==> config.mk <==
export PLATFORM = sky130hd
export DESIGN_NAME = vdisp_cmd_unit
export DESIGN_NICKNAME = d
export VERILOG_FILES = /design/src/vdisp_cmd_pkg.sv /design/src/vdisp_cmd_unit.sv
export SDC_FILE = /design/constraint.sdc
export NUM_CORES = 1
export LEC_CHECK = 0
export BUFFER_PORTS_ARGS = -buffer_cell sky130_fd_sc_hd__buf_4
export CAP_MARGIN = 20
export CORE_MARGIN = 5
export CORE_UTILIZATION = 30
export CTS_CLUSTER_DIAMETER = 120
export CTS_CLUSTER_SIZE = 8
export DETAILED_ROUTE_END_ITERATION = 12
export REMOVE_ABC_BUFFERS = 1
export SYNTH_ARGS = -nofsm -noshare
export SYNTH_HDL_FRONTEND = slang
export SYNTH_SLANG_ARGS = --single-unit
==> constraint.sdc <==
create_clock -name clk_i -period 2.6 [get_ports clk_i]
set_input_delay 0.78 -clock clk_i [delete_from_list [all_inputs] [get_ports clk_i]]
set_output_delay 0.78 -clock clk_i [all_outputs]
set_load 0.02 [all_outputs]
==> src/vdisp_cmd_pkg.sv <==
// constants for the vector display command unit: command offsets, field
// positions, reset values and completion delays.
// assumes a 200 MHz system clock and a 32-bit classic wishbone register bus.
//
// Summary of operation
// - point or continue execute: ready after 20 us
// - short vector execute: ready after 250 us
// - long vector execute: ready after 4.05 ms
// - erase execute: ready after 500 ms
// - skip-on-ready answers skip exactly when ready
// - ready flag drives interrupt request
// - erase pushbutton sets ready flag
// - reset clears ready; x/y loads and execute clear it unless an erase press is detected in the same cycle
// - clear-ready command clears flag unless a set event comes in the same cycle
// - compare skip when converter exceeds source
// - converter load takes ten accumulator bits
// - converter load leaves all flags alone
// - x/y load: ready after 100 us
// - source select from accumulator bits 5,8,9
// - execute clears ready unless an erase press is detected in the same cycle, sets after delay
package vdisp_cmd_pkg;

	// ************************************************************
	// register offsets, byte addresses of aligned words
	// ************************************************************
	localparam logic [7:0] OFF_SELECT_SRC = 8'h00;
	localparam logic [7:0] OFF_LOAD_X = 8'h04;
	localparam logic [7:0] OFF_LOAD_Y = 8'h08;
	localparam logic [7:0] OFF_EXECUTE = 8'h0C;
	localparam logic [7:0] OFF_SKIP_READY = 8'h10;
	localparam logic [7:0] OFF_CLEAR_READY = 8'h14;
	localparam logic [7:0] OFF_SKIP_COMPARE = 8'h18;
	localparam logic [7:0] OFF_LOAD_CONV = 8'h1C;
	localparam logic [7:0] OFF_STATUS = 8'h20;

	// ************************************************************
	// field positions in the 12-bit accumulator word (bit 0 = lsb)
	// ************************************************************
	localparam int unsigned ACC_W = 12;
	localparam int unsigned DATA_W = 10;
	localparam int unsigned SRC_BIT_HI = 9;
	localparam int unsigned SRC_BIT_MID = 8;
	localparam int unsigned SRC_BIT_LO = 5;
	localparam int unsigned KIND_LSB = 0;

	// ************************************************************
	// status word positions
	// ************************************************************
	localparam int unsigned ST_READY = 0;
	localparam int unsigned ST_BUSY = 1;
	localparam int unsigned ST_CMP = 2;
	localparam int unsigned ST_SRC_LSB = 4;
	localparam int unsigned ST_DAC_LSB = 8;

	// ************************************************************
	// reset values
	// ************************************************************
	localparam logic RST_READY = 1'b0;
	localparam logic [2:0] RST_SRC = 3'h0;
	localparam logic [9:0] RST_DATA = 10'h000;
	localparam logic [11:0] RST_PARAM = 12'h000;

	// execute operation kinds taken from the parameter word
	typedef enum logic [1:0] {
		KIND_POINT,
		KIND_SHORT,
		KIND_LONG,
		KIND_ERASE
	} exec_kind_t;

	// ************************************************************
	// completion delays
	// ************************************************************
	localparam int unsigned CNT_W = 27;
	typedef logic [26:0] cnt_t;
	localparam int unsigned CLK_PERIOD_NS = 5;
	localparam int unsigned T_POINT_US = 20;
	localparam int unsigned T_XY_US = 100;
	localparam int unsigned T_SHORT_US = 250;
	localparam real T_LONG_MS = 4.05;
	localparam int unsigned T_ERASE_MS = 500;
	localparam int unsigned POINT_CYCLES = T_POINT_US * 1000 / CLK_PERIOD_NS;
	localparam int unsigned XY_CYCLES = T_XY_US * 1000 / CLK_PERIOD_NS;
	localparam int unsigned SHORT_CYCLES = T_SHORT_US * 1000 / CLK_PERIOD_NS;
	localparam int unsigned LONG_CYCLES = int'(T_LONG_MS * 1.0e6 / CLK_PERIOD_NS);
	localparam int unsigned ERASE_CYCLES = T_ERASE_MS * 1000000 / CLK_PERIOD_NS;

endpackage : vdisp_cmd_pkg

==> src/vdisp_cmd_unit.sv <==
// command unit of a storage-tube vector display: ready flag, its timing,
// skip tests, converter load and comparator source select.
// assumes a classic wishbone master, an asynchronous erase pushbutton and
// an asynchronous comparator result from the analog side.
//
// The register offsets and register access over Wishbone are this design's own decisions.
`timescale 1ns/1ps

module vdisp_cmd_unit #(
	parameter int unsigned XY_CYC = vdisp_cmd_pkg::XY_CYCLES,
	parameter int unsigned SHORT_CYC = vdisp_cmd_pkg::SHORT_CYCLES,
	parameter int unsigned LONG_CYC = vdisp_cmd_pkg::LONG_CYCLES,
	parameter int unsigned ERASE_CYC = vdisp_cmd_pkg::ERASE_CYCLES
) (
	// clock and reset
	input wire logic clk_i,
	input wire logic rst_i,
	// wishbone slave
	input wire logic wb_cyc_i,
	input wire logic wb_stb_i,
	input wire logic wb_we_i,
	input wire logic [7:0] wb_adr_i,
	input wire logic [3:0] wb_sel_i,
	input wire logic [31:0] wb_dat_i,
	output logic [31:0] wb_dat_o,
	output logic wb_ack_o,
	// display unit pins
	input wire logic erase_btn_i,
	input wire logic cmp_gt_i,
	output logic ready_irq_o,
	output logic [2:0] src_sel_o,
	output logic [9:0] dac_o,
	output logic [9:0] x_hold_o,
	output logic [9:0] y_hold_o,
	output logic [11:0] exec_param_o,
	output logic exec_start_o
);

	// ************************************************************
	// elaboration checks
	// ************************************************************
	if (XY_CYC < 2 || SHORT_CYC < 2 || LONG_CYC < 2 || ERASE_CYC < 2 ||
		ERASE_CYC >= (1 << vdisp_cmd_pkg::CNT_W) ||
		LONG_CYC >= (1 << vdisp_cmd_pkg::CNT_W)) begin : g_bad_cyc
		$error("completion delay out of counter range");
	end

	// delay for one execute kind
	function automatic vdisp_cmd_pkg::cnt_t kind_cycles(input logic [1:0] kind);
		vdisp_cmd_pkg::cnt_t c;
		c = vdisp_cmd_pkg::cnt_t'(vdisp_cmd_pkg::POINT_CYCLES);
		case (kind)
			vdisp_cmd_pkg::KIND_SHORT: c = vdisp_cmd_pkg::cnt_t'(SHORT_CYC);
			vdisp_cmd_pkg::KIND_LONG: c = vdisp_cmd_pkg::cnt_t'(LONG_CYC);
			vdisp_cmd_pkg::KIND_ERASE: c = vdisp_cmd_pkg::cnt_t'(ERASE_CYC);
			default: c = vdisp_cmd_pkg::cnt_t'(vdisp_cmd_pkg::POINT_CYCLES);
		endcase
		return c;
	endfunction : kind_cycles

	// ************************************************************
	// bus decode
	// ************************************************************
	logic req;
	logic wr_ok;
	logic [11:0] acc;
	logic do_sel, do_ldx, do_ldy, do_exec, do_clr, do_lda;
	logic start;

	// a request is taken once; ack blocks a second take at the answer edge
	assign req = wb_cyc_i & wb_stb_i & ~wb_ack_o;
	// accumulator spans lanes 0 and 1, a partial write is ignored
	assign wr_ok = req & wb_we_i & (wb_sel_i[1:0] == 2'b11);
	assign acc = wb_dat_i[11:0];
	// writes to read or unmapped offsets match no strobe and are only acked
	assign do_sel = wr_ok & (wb_adr_i == vdisp_cmd_pkg::OFF_SELECT_SRC);
	assign do_ldx = wr_ok & (wb_adr_i == vdisp_cmd_pkg::OFF_LOAD_X);
	assign do_ldy = wr_ok & (wb_adr_i == vdisp_cmd_pkg::OFF_LOAD_Y);
	assign do_exec = wr_ok & (wb_adr_i == vdisp_cmd_pkg::OFF_EXECUTE);
	assign do_clr = wr_ok & (wb_adr_i == vdisp_cmd_pkg::OFF_CLEAR_READY);
	assign do_lda = wr_ok & (wb_adr_i == vdisp_cmd_pkg::OFF_LOAD_CONV);
	assign start = do_ldx | do_ldy | do_exec;

	// ************************************************************
	// pin synchronisers
	// ************************************************************
	logic erase_m_q, erase_s_q, erase_d_q;
	logic cmp_m_q, cmp_s_q;
	logic erase_rise;

	// two flops before anything looks at the pins
	// the edge detect reads the second and third flops, never the first; the first may be metastable
	always_ff @(posedge clk_i) begin
		if (rst_i) begin
			erase_m_q <= 1'b0;
			erase_s_q <= 1'b0;
			erase_d_q <= 1'b0;
			cmp_m_q <= 1'b0;
			cmp_s_q <= 1'b0;
		end else begin
			erase_m_q <= erase_btn_i;
			erase_s_q <= erase_m_q;
			erase_d_q <= erase_s_q;
			cmp_m_q <= cmp_gt_i;
			cmp_s_q <= cmp_m_q;
		end
	end
	assign erase_rise = erase_s_q & ~erase_d_q;

	// ************************************************************
	// completion timer
	// ************************************************************
	logic busy_q;
	vdisp_cmd_pkg::cnt_t count_q;
	logic done;

	// a new start overrides any pending delay, so no stale completion
	// done at count 1, not 0, so ready rises exactly n edges after the take
	assign done = busy_q & (count_q == vdisp_cmd_pkg::cnt_t'(1)) & ~start;

	// reload per command kind, count down to completion
	always_ff @(posedge clk_i) begin
		if (rst_i) begin
			busy_q <= 1'b0;
			count_q <= '0;
		end else if (do_exec) begin
			busy_q <= 1'b1;
			count_q <= kind_cycles(acc[vdisp_cmd_pkg::KIND_LSB +: 2]);
		end else if (do_ldx | do_ldy) begin
			busy_q <= 1'b1;
			count_q <= vdisp_cmd_pkg::cnt_t'(XY_CYC);
		end else if (busy_q) begin
			count_q <= count_q - vdisp_cmd_pkg::cnt_t'(1);
			busy_q <= ~done;
		end
	end

	// ************************************************************
	// ready flag
	// ************************************************************
	logic ready_q;
	logic set_ev;
	logic clr_ev;

	assign set_ev = done | erase_rise;
	assign clr_ev = do_clr | start;

	// set beats clear so a completion is lost only to a new start, which masks done; converter load not here
	always_ff @(posedge clk_i) begin
		if (rst_i) begin
			ready_q <= vdisp_cmd_pkg::RST_READY;
		end else if (set_ev) begin
			ready_q <= 1'b1;
		end else if (clr_ev) begin
			ready_q <= 1'b0;
		end
	end

	// interrupt request follows the flag
	assign ready_irq_o = ready_q;

	// ************************************************************
	// analog side registers
	// ************************************************************
	// source select, converter and hold values, execute strobe
	// the two top accumulator bits carry no converter or hold data, so holds keep ten bits; the execute parameter keeps all twelve
	always_ff @(posedge clk_i) begin
		if (rst_i) begin
			src_sel_o <= vdisp_cmd_pkg::RST_SRC;
			dac_o <= vdisp_cmd_pkg::RST_DATA;
			x_hold_o <= vdisp_cmd_pkg::RST_DATA;
			y_hold_o <= vdisp_cmd_pkg::RST_DATA;
			exec_param_o <= vdisp_cmd_pkg::RST_PARAM;
			exec_start_o <= 1'b0;
		end else begin
			exec_start_o <= do_exec;
			if (do_sel) begin
				src_sel_o <= {acc[vdisp_cmd_pkg::SRC_BIT_HI], acc[vdisp_cmd_pkg::SRC_BIT_MID],
					acc[vdisp_cmd_pkg::SRC_BIT_LO]};
			end
			if (do_lda) begin
				dac_o <= acc[vdisp_cmd_pkg::DATA_W-1:0];
			end
			if (do_ldx) begin
				x_hold_o <= acc[vdisp_cmd_pkg::DATA_W-1:0];
			end
			if (do_ldy) begin
				y_hold_o <= acc[vdisp_cmd_pkg::DATA_W-1:0];
			end
			if (do_exec) begin
				exec_param_o <= acc;
			end
		end
	end

	// ************************************************************
	// bus answer
	// ************************************************************
	logic [31:0] rd_d;

	// skip reads return the test result in bit 0; unmapped reads give zero
	// status is a debug view; software needs only the two skip bits
	always_comb begin
		rd_d = 32'h0000_0000;
		case (wb_adr_i)
			vdisp_cmd_pkg::OFF_SKIP_READY: rd_d[0] = ready_q;
			vdisp_cmd_pkg::OFF_SKIP_COMPARE: rd_d[0] = cmp_s_q;
			vdisp_cmd_pkg::OFF_STATUS: begin
				rd_d[vdisp_cmd_pkg::ST_READY] = ready_q;
				rd_d[vdisp_cmd_pkg::ST_BUSY] = busy_q;
				rd_d[vdisp_cmd_pkg::ST_CMP] = cmp_s_q;
				rd_d[vdisp_cmd_pkg::ST_SRC_LSB +: 3] = src_sel_o;
				rd_d[vdisp_cmd_pkg::ST_DAC_LSB +: 10] = dac_o;
			end
			default: rd_d = 32'h0000_0000;
		endcase
	end

	// one-cycle ack for every access, mapped or not
	always_ff @(posedge clk_i) begin
		if (rst_i) begin
			wb_ack_o <= 1'b0;
			wb_dat_o <= 32'h0000_0000;
		end else begin
			wb_ack_o <= req;
			wb_dat_o <= (req & ~wb_we_i) ? rd_d : 32'h0000_0000;
		end
	end
endmodule : vdisp_cmd_unit

==> results.md, run 1 <==
- Hold_buf cts: 0
- Initial DRT Pass Iterations: 7
- Pre-CTS worst setup slack: 0.0280 ns
- Initial Util: 30.3%
- CP Capture Type: register
- Routed vias/inst: 5.07
- Clock buffer depth: 2
- Core Box Area: 14400 um^2
- Number of fill cells in the layout: 1467
- Worst-Skew Late Latency: 0.34 ns
- Max incr delay on CP: 0.49 ns
- DR iter-0 viols: 348
- CP top delay family: simple AND/OR/NAND/NOR gates
- Reg clk slew, reported paths: 0.07 ns
- Length of routed met3 wiring: 1210 um
- Initial antenna violation count: 0
- # diodes: 0
- CP max-delay cell: or2_1
- DRC: 0
- Final WS setup: 0.375 ns
- Slew HR: 51.8%
- Crit path required time: 2.82 ns
- RSZ-0062 raised after global routing: no
- CTS Buf Count: 9
- H-tree Lvls: 3
- R2R Path Start: count_q[6]
- Min cycle time layout: 2.22 ns
- F_max: 0.449 GHz
- GRT Total Usage: 14.0%
- Row cnt: 44
- Leak pwr: 2.46 nW
- Number of global-route vias before repair: 3683
- Final hold violations: 0
- Post-synth EDFFs: 0
- Synthesized area: 4380 um^2
- Crit Path Max Fanout: 10
- Total negative slack: 0 ns
- Number of buffers added on ports: 92
- Final period util: 85.6%
- Post-synthesis cell count: 489
- Post-DP HPWL: 8800 um
- R2R depth: 5
- Hold worst-path end: erase_s_q
- Detailed Route WL: 12200 um
- Area grow syn2layout: 28.2%
- Pwr dens: 523 nW/um^2
- Synth warn: 0
- Top Ports: 131
- Crit start category: input port
- Cell Count, Final, Fillers Out: 778
- Max-cap viol count: 0
- Detail Route Antenna Nets: 0
- Hold Path Depth: 1
- CTS sink cnt: 97
- Post-synthesis sequential area ratio: 44.4%
- Max Used Layer: met4
- CTS root buf: clkbuf_16
- Reg-to-reg endpoint: count_q[21]
- Placer congestion estimate: 0.845
- Share of layout cells above drive strength 1: 24.9%
- Most frequent cells in the layout: 113 x buf_4, 97 x dfxtp_1, 56 x nor2_1, 43 x nand2_1, 35 x a21oi_1
- Remaining Overflow, GRT: 0
- Post-synthesis average cell area: 8.95 um^2
- Final Max Slew Viols: 0
- Cell count after placement: 762
- Skew final: 0.00556 ns
- Global-route wire length before repair: 19000 um
- Total chip power: 2.94 mW
- Post-synth ARST share: 0%
- Peak supply drop: 0.485 mV
- Outcome: completed
- Worst Path Buf+Inv: 2
- Ys flop type: dfxtp_1
- Largest net degree at the start of global routing: 46
- Critical path type: input port to register
- WL per Instance: 15.6 um
- Number of synthesized register bits: 97
- Via Count: 3942
- Chip Height: 131 um
- DIE AREA: 17100 um^2
- Least-Margin Pin Slew: 0.716 ns
- Hold Path Class: register to register
- Library cells used by synthesis: 61
- Hold path startpoint: erase_m_q
- Met2 WL post-DR: 5640 um
- Chip Width: 131 um
- # nets final: 647
- Post-CTS sizing: 0
- Leading cell type in the layout, fill and taps excluded: buf_4
- Tightest hold margin: 0.448 ns
- Register-to-register setup slack: 0.50 ns
- Worst path cell trace: buf_4, and4bb_1, nand4_1, buf_4, or2_1, mux2i_1, nor2_1
- CP dominant cell by count: buf_4
- CTS tree: yes
- Metal-1 WL: 5160 um
- CP arrival: 2.44 ns
- Post-CTS Setup Inserts: 0
- Setup violators final: 0
[worst max-delay path by stage]
stage           startpoint          end  slack [ns]  depth (start not counted)
2_1_floorplan  wb_adr_i[5]  y_hold_o[0]       -0.98                          5
3_3_place_gp   wb_adr_i[0]     dac_o[0]         0.1                          7
3_5_place_dp   wb_adr_i[0]     dac_o[5]        0.03                          7
4_1_cts        wb_adr_i[0]     dac_o[5]        0.38                          7
5_1_grt        wb_adr_i[0]     dac_o[8]        0.28                          7
6_report       wb_adr_i[0]     dac_o[8]        0.38                          7
[per-stage QoR]
stage / area [um^2] / utilization (%)
floorplan: 4210 / -
global placement: 5320 / 36.9
detailed placement: 5320 / 36.9
CTS: 5610 / 38.9
global route: 5610 / 38.9
finish: 5610 / 38.9
[Yosys cell counts, types with 5 or more instances]
master | count | area, um^2
a211oi_1 | 7 | 52.6
a21oi_1 | 35 | 175
and2_1 | 16 | 100
buf_4 | 17 | 128
clkbuf_1 | 18 | 67.6
dfxtp_1 | 97 | 1940
ha_1 | 7 | 87.6
inv_1 | 15 | 56.3
mux2i_1 | 31 | 310
nand2_1 | 43 | 161
nand3_1 | 7 | 35.0
nand4_1 | 5 | 31.3
nand4b_1 | 5 | 43.8
nor2_1 | 56 | 210
nor2b_1 | 5 | 31.3
nor3_1 | 14 | 70.1
nor4_1 | 7 | 43.8
o21ai_0 | 11 | 55.1
o22ai_1 | 6 | 37.5
or3_1 | 5 | 31.3
xnor2_1 | 6 | 52.6
[worst reg2reg max path, stage by stage, from the launching register on]
cell and delay, ns:
dfxtp_1 0.38, nor4_4 0.54, nand4_4 0.23, or3_1 0.44, o21a_1 0.19, o221a_1 0.21
[state kept, by name (all words and copies together), names as in the netlist, 3 cells and up]
| name | count |
|---|---|
| count_q | 27 |
| dac_o | 10 |
| exec_param_o | 12 |
| src_sel_o | 3 |
| wb_dat_o | 16 |
| x_hold_o | 10 |
| y_hold_o | 10 |
[layer usage]
layer,up-vias,global-route usage [%]
li1,1899,-
met1,1867,18.4
met2,158,21.6
met3,18,5.45
met4,0,3.63
met5,-,0
[cells by family (layout without fill, tap and decap cells)]
logic type / count (synthesis) / in the layout / synth area share [%]
muxes: 31 / 31 / 7.09
buffers and inverters: 55 / 145 / 6.29
other: 1 / 16 / 0.0857
AOI/OAI and AO/OA: 90 / 90 / 13.2
and+or+nand+nor: 199 / 199 / 25.2
DFF: 97 / 97 / 44.4
xor gates and xnor gates: 9 / 9 / 1.80
adders and majority gates: 7 / 7 / 2.00
[cell type report]
cell class	instances	area, um^2	share of cell area, %
Clock buffer	11	253	4.50
Clock inverter	5	38.8	0.691
Inverter	15	56.3	1.00
Multi-Input combinational cell	352	2220	39.6
Sequential cell	97	1940	34.6
Tap cell	184	230	4.10
Timing Repair Buffer	114	868	15.5
[report_power, final]
part / switching, mW / internal, mW
clock: 0.583 / 0.706
sequential: 0.00277 / 1.49
combinational: 0.0985 / 0.0544
total: 0.684 / 2.25
Power figures use the tool's default switching activity.
==> run 2, diff against run 1 <==
--- a/config.mk
+++ b/config.mk
@@ -12,7 +12,7 @@
 export CTS_CLUSTER_DIAMETER = 120
 export CTS_CLUSTER_SIZE = 8
 export DETAILED_ROUTE_END_ITERATION = 12
-export REMOVE_ABC_BUFFERS = 1
+export RECOVER_POWER = 25
 export SYNTH_ARGS = -nofsm -noshare
 export SYNTH_HDL_FRONTEND = slang
 export SYNTH_SLANG_ARGS = --single-unit
==> results.md, run 2 (synthesis gave the netlist of run 1 again) <==
- # nets final: 645 (was 647)
- WL per Instance: 15.9 um (was 15.6 um)
- Final period util: 88.1% (was 85.6%)
- Crit Path Max Fanout: 10 (unchanged)
- Crit path required time: 2.78 ns (was 2.82 ns)
- # diodes: 0 (unchanged)
- Via Count: 3873 (was 3942)
- Register area: 1940 um^2 (unchanged)
- CTS root buf: clkbuf_16 (unchanged)
- Chip Width: 131 um (unchanged)
- Clock buffer depth: 2 (unchanged)
- Global-route wire length before repair: 19500 um (was 19000 um)
- Total negative slack: 0 ns (unchanged)
- Outcome: completed (unchanged)
- Least-Margin Pin Slew: 1.44 ns (was 0.716 ns)
- Skew final: 0.00573 ns (was 0.00556 ns)
- H-tree Lvls: 3 (unchanged)
- Core Box Area: 14400 um^2 (unchanged)
- Pwr dens: 562 nW/um^2 (was 523 nW/um^2)
- Hold Path Class: register to register (unchanged)
- Final design instance area without fill: 5490 um^2 (was 5610 um^2)
- RSZ-0062 raised after global routing: no (unchanged)
- Placed Area: 5290 um^2 (was 5320 um^2)
- Detail Route Antenna Nets: 0 (unchanged)
- Number of fill cells in the layout: 1506 (was 1467)
- Leak pwr: 2.31 nW (was 2.46 nW)
- Regs by FF count: count_q: 27 flops, wb_dat_o: 16 flops, exec_param_o: 12 flops (unchanged)
- Peak supply drop: 0.292 mV (was 0.485 mV)
- CTS Buf Count: 9 (unchanged)
- Final core occ: 38.0% (was 38.9%)
- Final hold violations: 0 (unchanged)
- Largest reg by FF count: count_q (unchanged)
- CTS sink cnt: 97 (unchanged)
- Share of layout cells above drive strength 1: 19.1% (was 24.9%)
- Number of global-route vias before repair: 3841 (was 3683)
- Top Ports: 131 (unchanged)
- Routed vias/inst: 5.00 (was 5.07)
- Cell Count, Final, Fillers Out: 775 (was 778)
- Cell count after placement: 760 (was 762)
- DIE AREA: 17100 um^2 (unchanged)
- Post-DP HPWL: 9060 um (was 8800 um)
- Placer congestion estimate: 0.828 (was 0.845)
- Slew HR: 4.03% (was 51.8%)
- Chip Height: 131 um (unchanged)
- CP Capture Type: register (unchanged)
- Area grow syn2layout: 25.4% (was 28.2%)
- Critical path type: input port to register (unchanged)
- Post-CTS sizing: 0 (unchanged)
- Number of buffers added on ports: 92 (unchanged)
- DRC: 0 (unchanged)
- Worst-Skew Late Latency: 0.35 ns (was 0.34 ns)
- DR iter-0 viols: 265 (was 348)
- Post-CTS Setup Inserts: 0 (unchanged)
- Leading cell type in the layout, fill and taps excluded: dfxtp_1 (was buf_4)
- Max reg flops: 27 (unchanged)
- Detailed Route WL: 12300 um (was 12200 um)
- Min cycle time layout: 2.29 ns (was 2.22 ns)
- GRT Total Usage: 14.4% (was 14.0%)
- Initial antenna violation count: 0 (unchanged)
- Area of the multi-input gates: 2220 um^2 (unchanged)
- Most frequent cells in the layout: 97 x dfxtp_1, 78 x buf_4, 56 x nor2_1, 43 x nand2_1, 35 x a21oi_1 (was 113 x buf_4, 97 x dfxtp_1, 56 x nor2_1, 43 x nand2_1, 35 x a21oi_1)
- Final Max Slew Viols: 0 (unchanged)
- Reg clk slew, reported paths: 0.06 ns (was 0.07 ns)
- Largest net degree at the start of global routing: 68 (was 46)
- Max-cap viol count: 0 (unchanged)
- CP arrival: 2.47 ns (was 2.44 ns)
- Row cnt: 44 (unchanged)
- Setup violators final: 0 (unchanged)
- Crit start category: input port (unchanged)
- Hold_buf cts: 0 (unchanged)
- CTS tree: yes (unchanged)
- F_max: 0.436 GHz (was 0.449 GHz)
- Remaining Overflow, GRT: 0 (unchanged)
- Initial Util: 30.3% (unchanged)
- Initial DRT Pass Iterations: 5 (was 7)
run 2: cell count changes in the layout (fill, tap and decap cells not counted), sizes merged:
cell / previous run / this run
buf: 114 / 78
bufinv: 0 / 2
clkbuf: 11 / 44
clkinv: 3 / 1
clkinvlp: 1 / 2
inv: 16 / 15
run 2: power by group:
group / switching, mW / total (mW) / internal, mW
Combinational: 0.101 / 0.154 / 0.0523
Sequential: 0.00267 / 1.49 / 1.49
Clock: 0.576 / 1.44 / 0.862
Total: 0.680 / 3.08 / 2.40
run 2: metal layers:
metal,up-vias,track usage [%],wire length [um]
met5,-,0,0
met3,8,3.54,812
li1,1891,-,-
met4,0,5.51,110
met2,114,22.2,5770
met1,1860,19.3,5630
run 2: final cells by class:
| cell class | count | area share [%] |
|---|---|---|
| multi-input cells | 352 | 40.5 |
| flip-flops and latches | 97 | 35.4 |
| repair buffers | 112 | 13.1 |
| clock buffers | 10 | 4.35 |
| well taps | 184 | 4.20 |
| clock inverters | 5 | 1.46 |
| inverters | 15 | 1.03 |
run 2: final timing paths:
kind                             startpoint          end  slack, ns  cells past startpoint
worst max-delay path            wb_adr_i[1]  y_hold_o[2]       0.31                      8
worst min-delay path                cmp_m_q      cmp_s_q       0.45                      1
worst max register to register   count_q[6]  count_q[22]       0.52                      5
worst min register to register      cmp_m_q      cmp_s_q       0.45                      1
run 2: critical path, cell delays in order:
cell	delay [ns]
clkbuf_1	0.12
and4bb_1	0.37
nand4_1	0.18
buf_4	0.20
nor4b_2	0.25
buf_4	0.28
mux2i_1	0.24
nor2_1	0.06
run 2: metrics by stage:
| step | power [mW] | setup WS [ns] | hold slack (ns) |
|---|---|---|---|
| after floorplan | 1.63 | 0.363 | 0.414 |
| after global placement | 1.68 | 0.0743 | 0.432 |
| after detailed placement | 1.68 | 0.00381 | 0.431 |
| after CTS | 3.11 | 0.346 | 0.454 |
| after global routing | 3.19 | 0.174 | 0.459 |
| final | 3.08 | 0.309 | 0.447 |
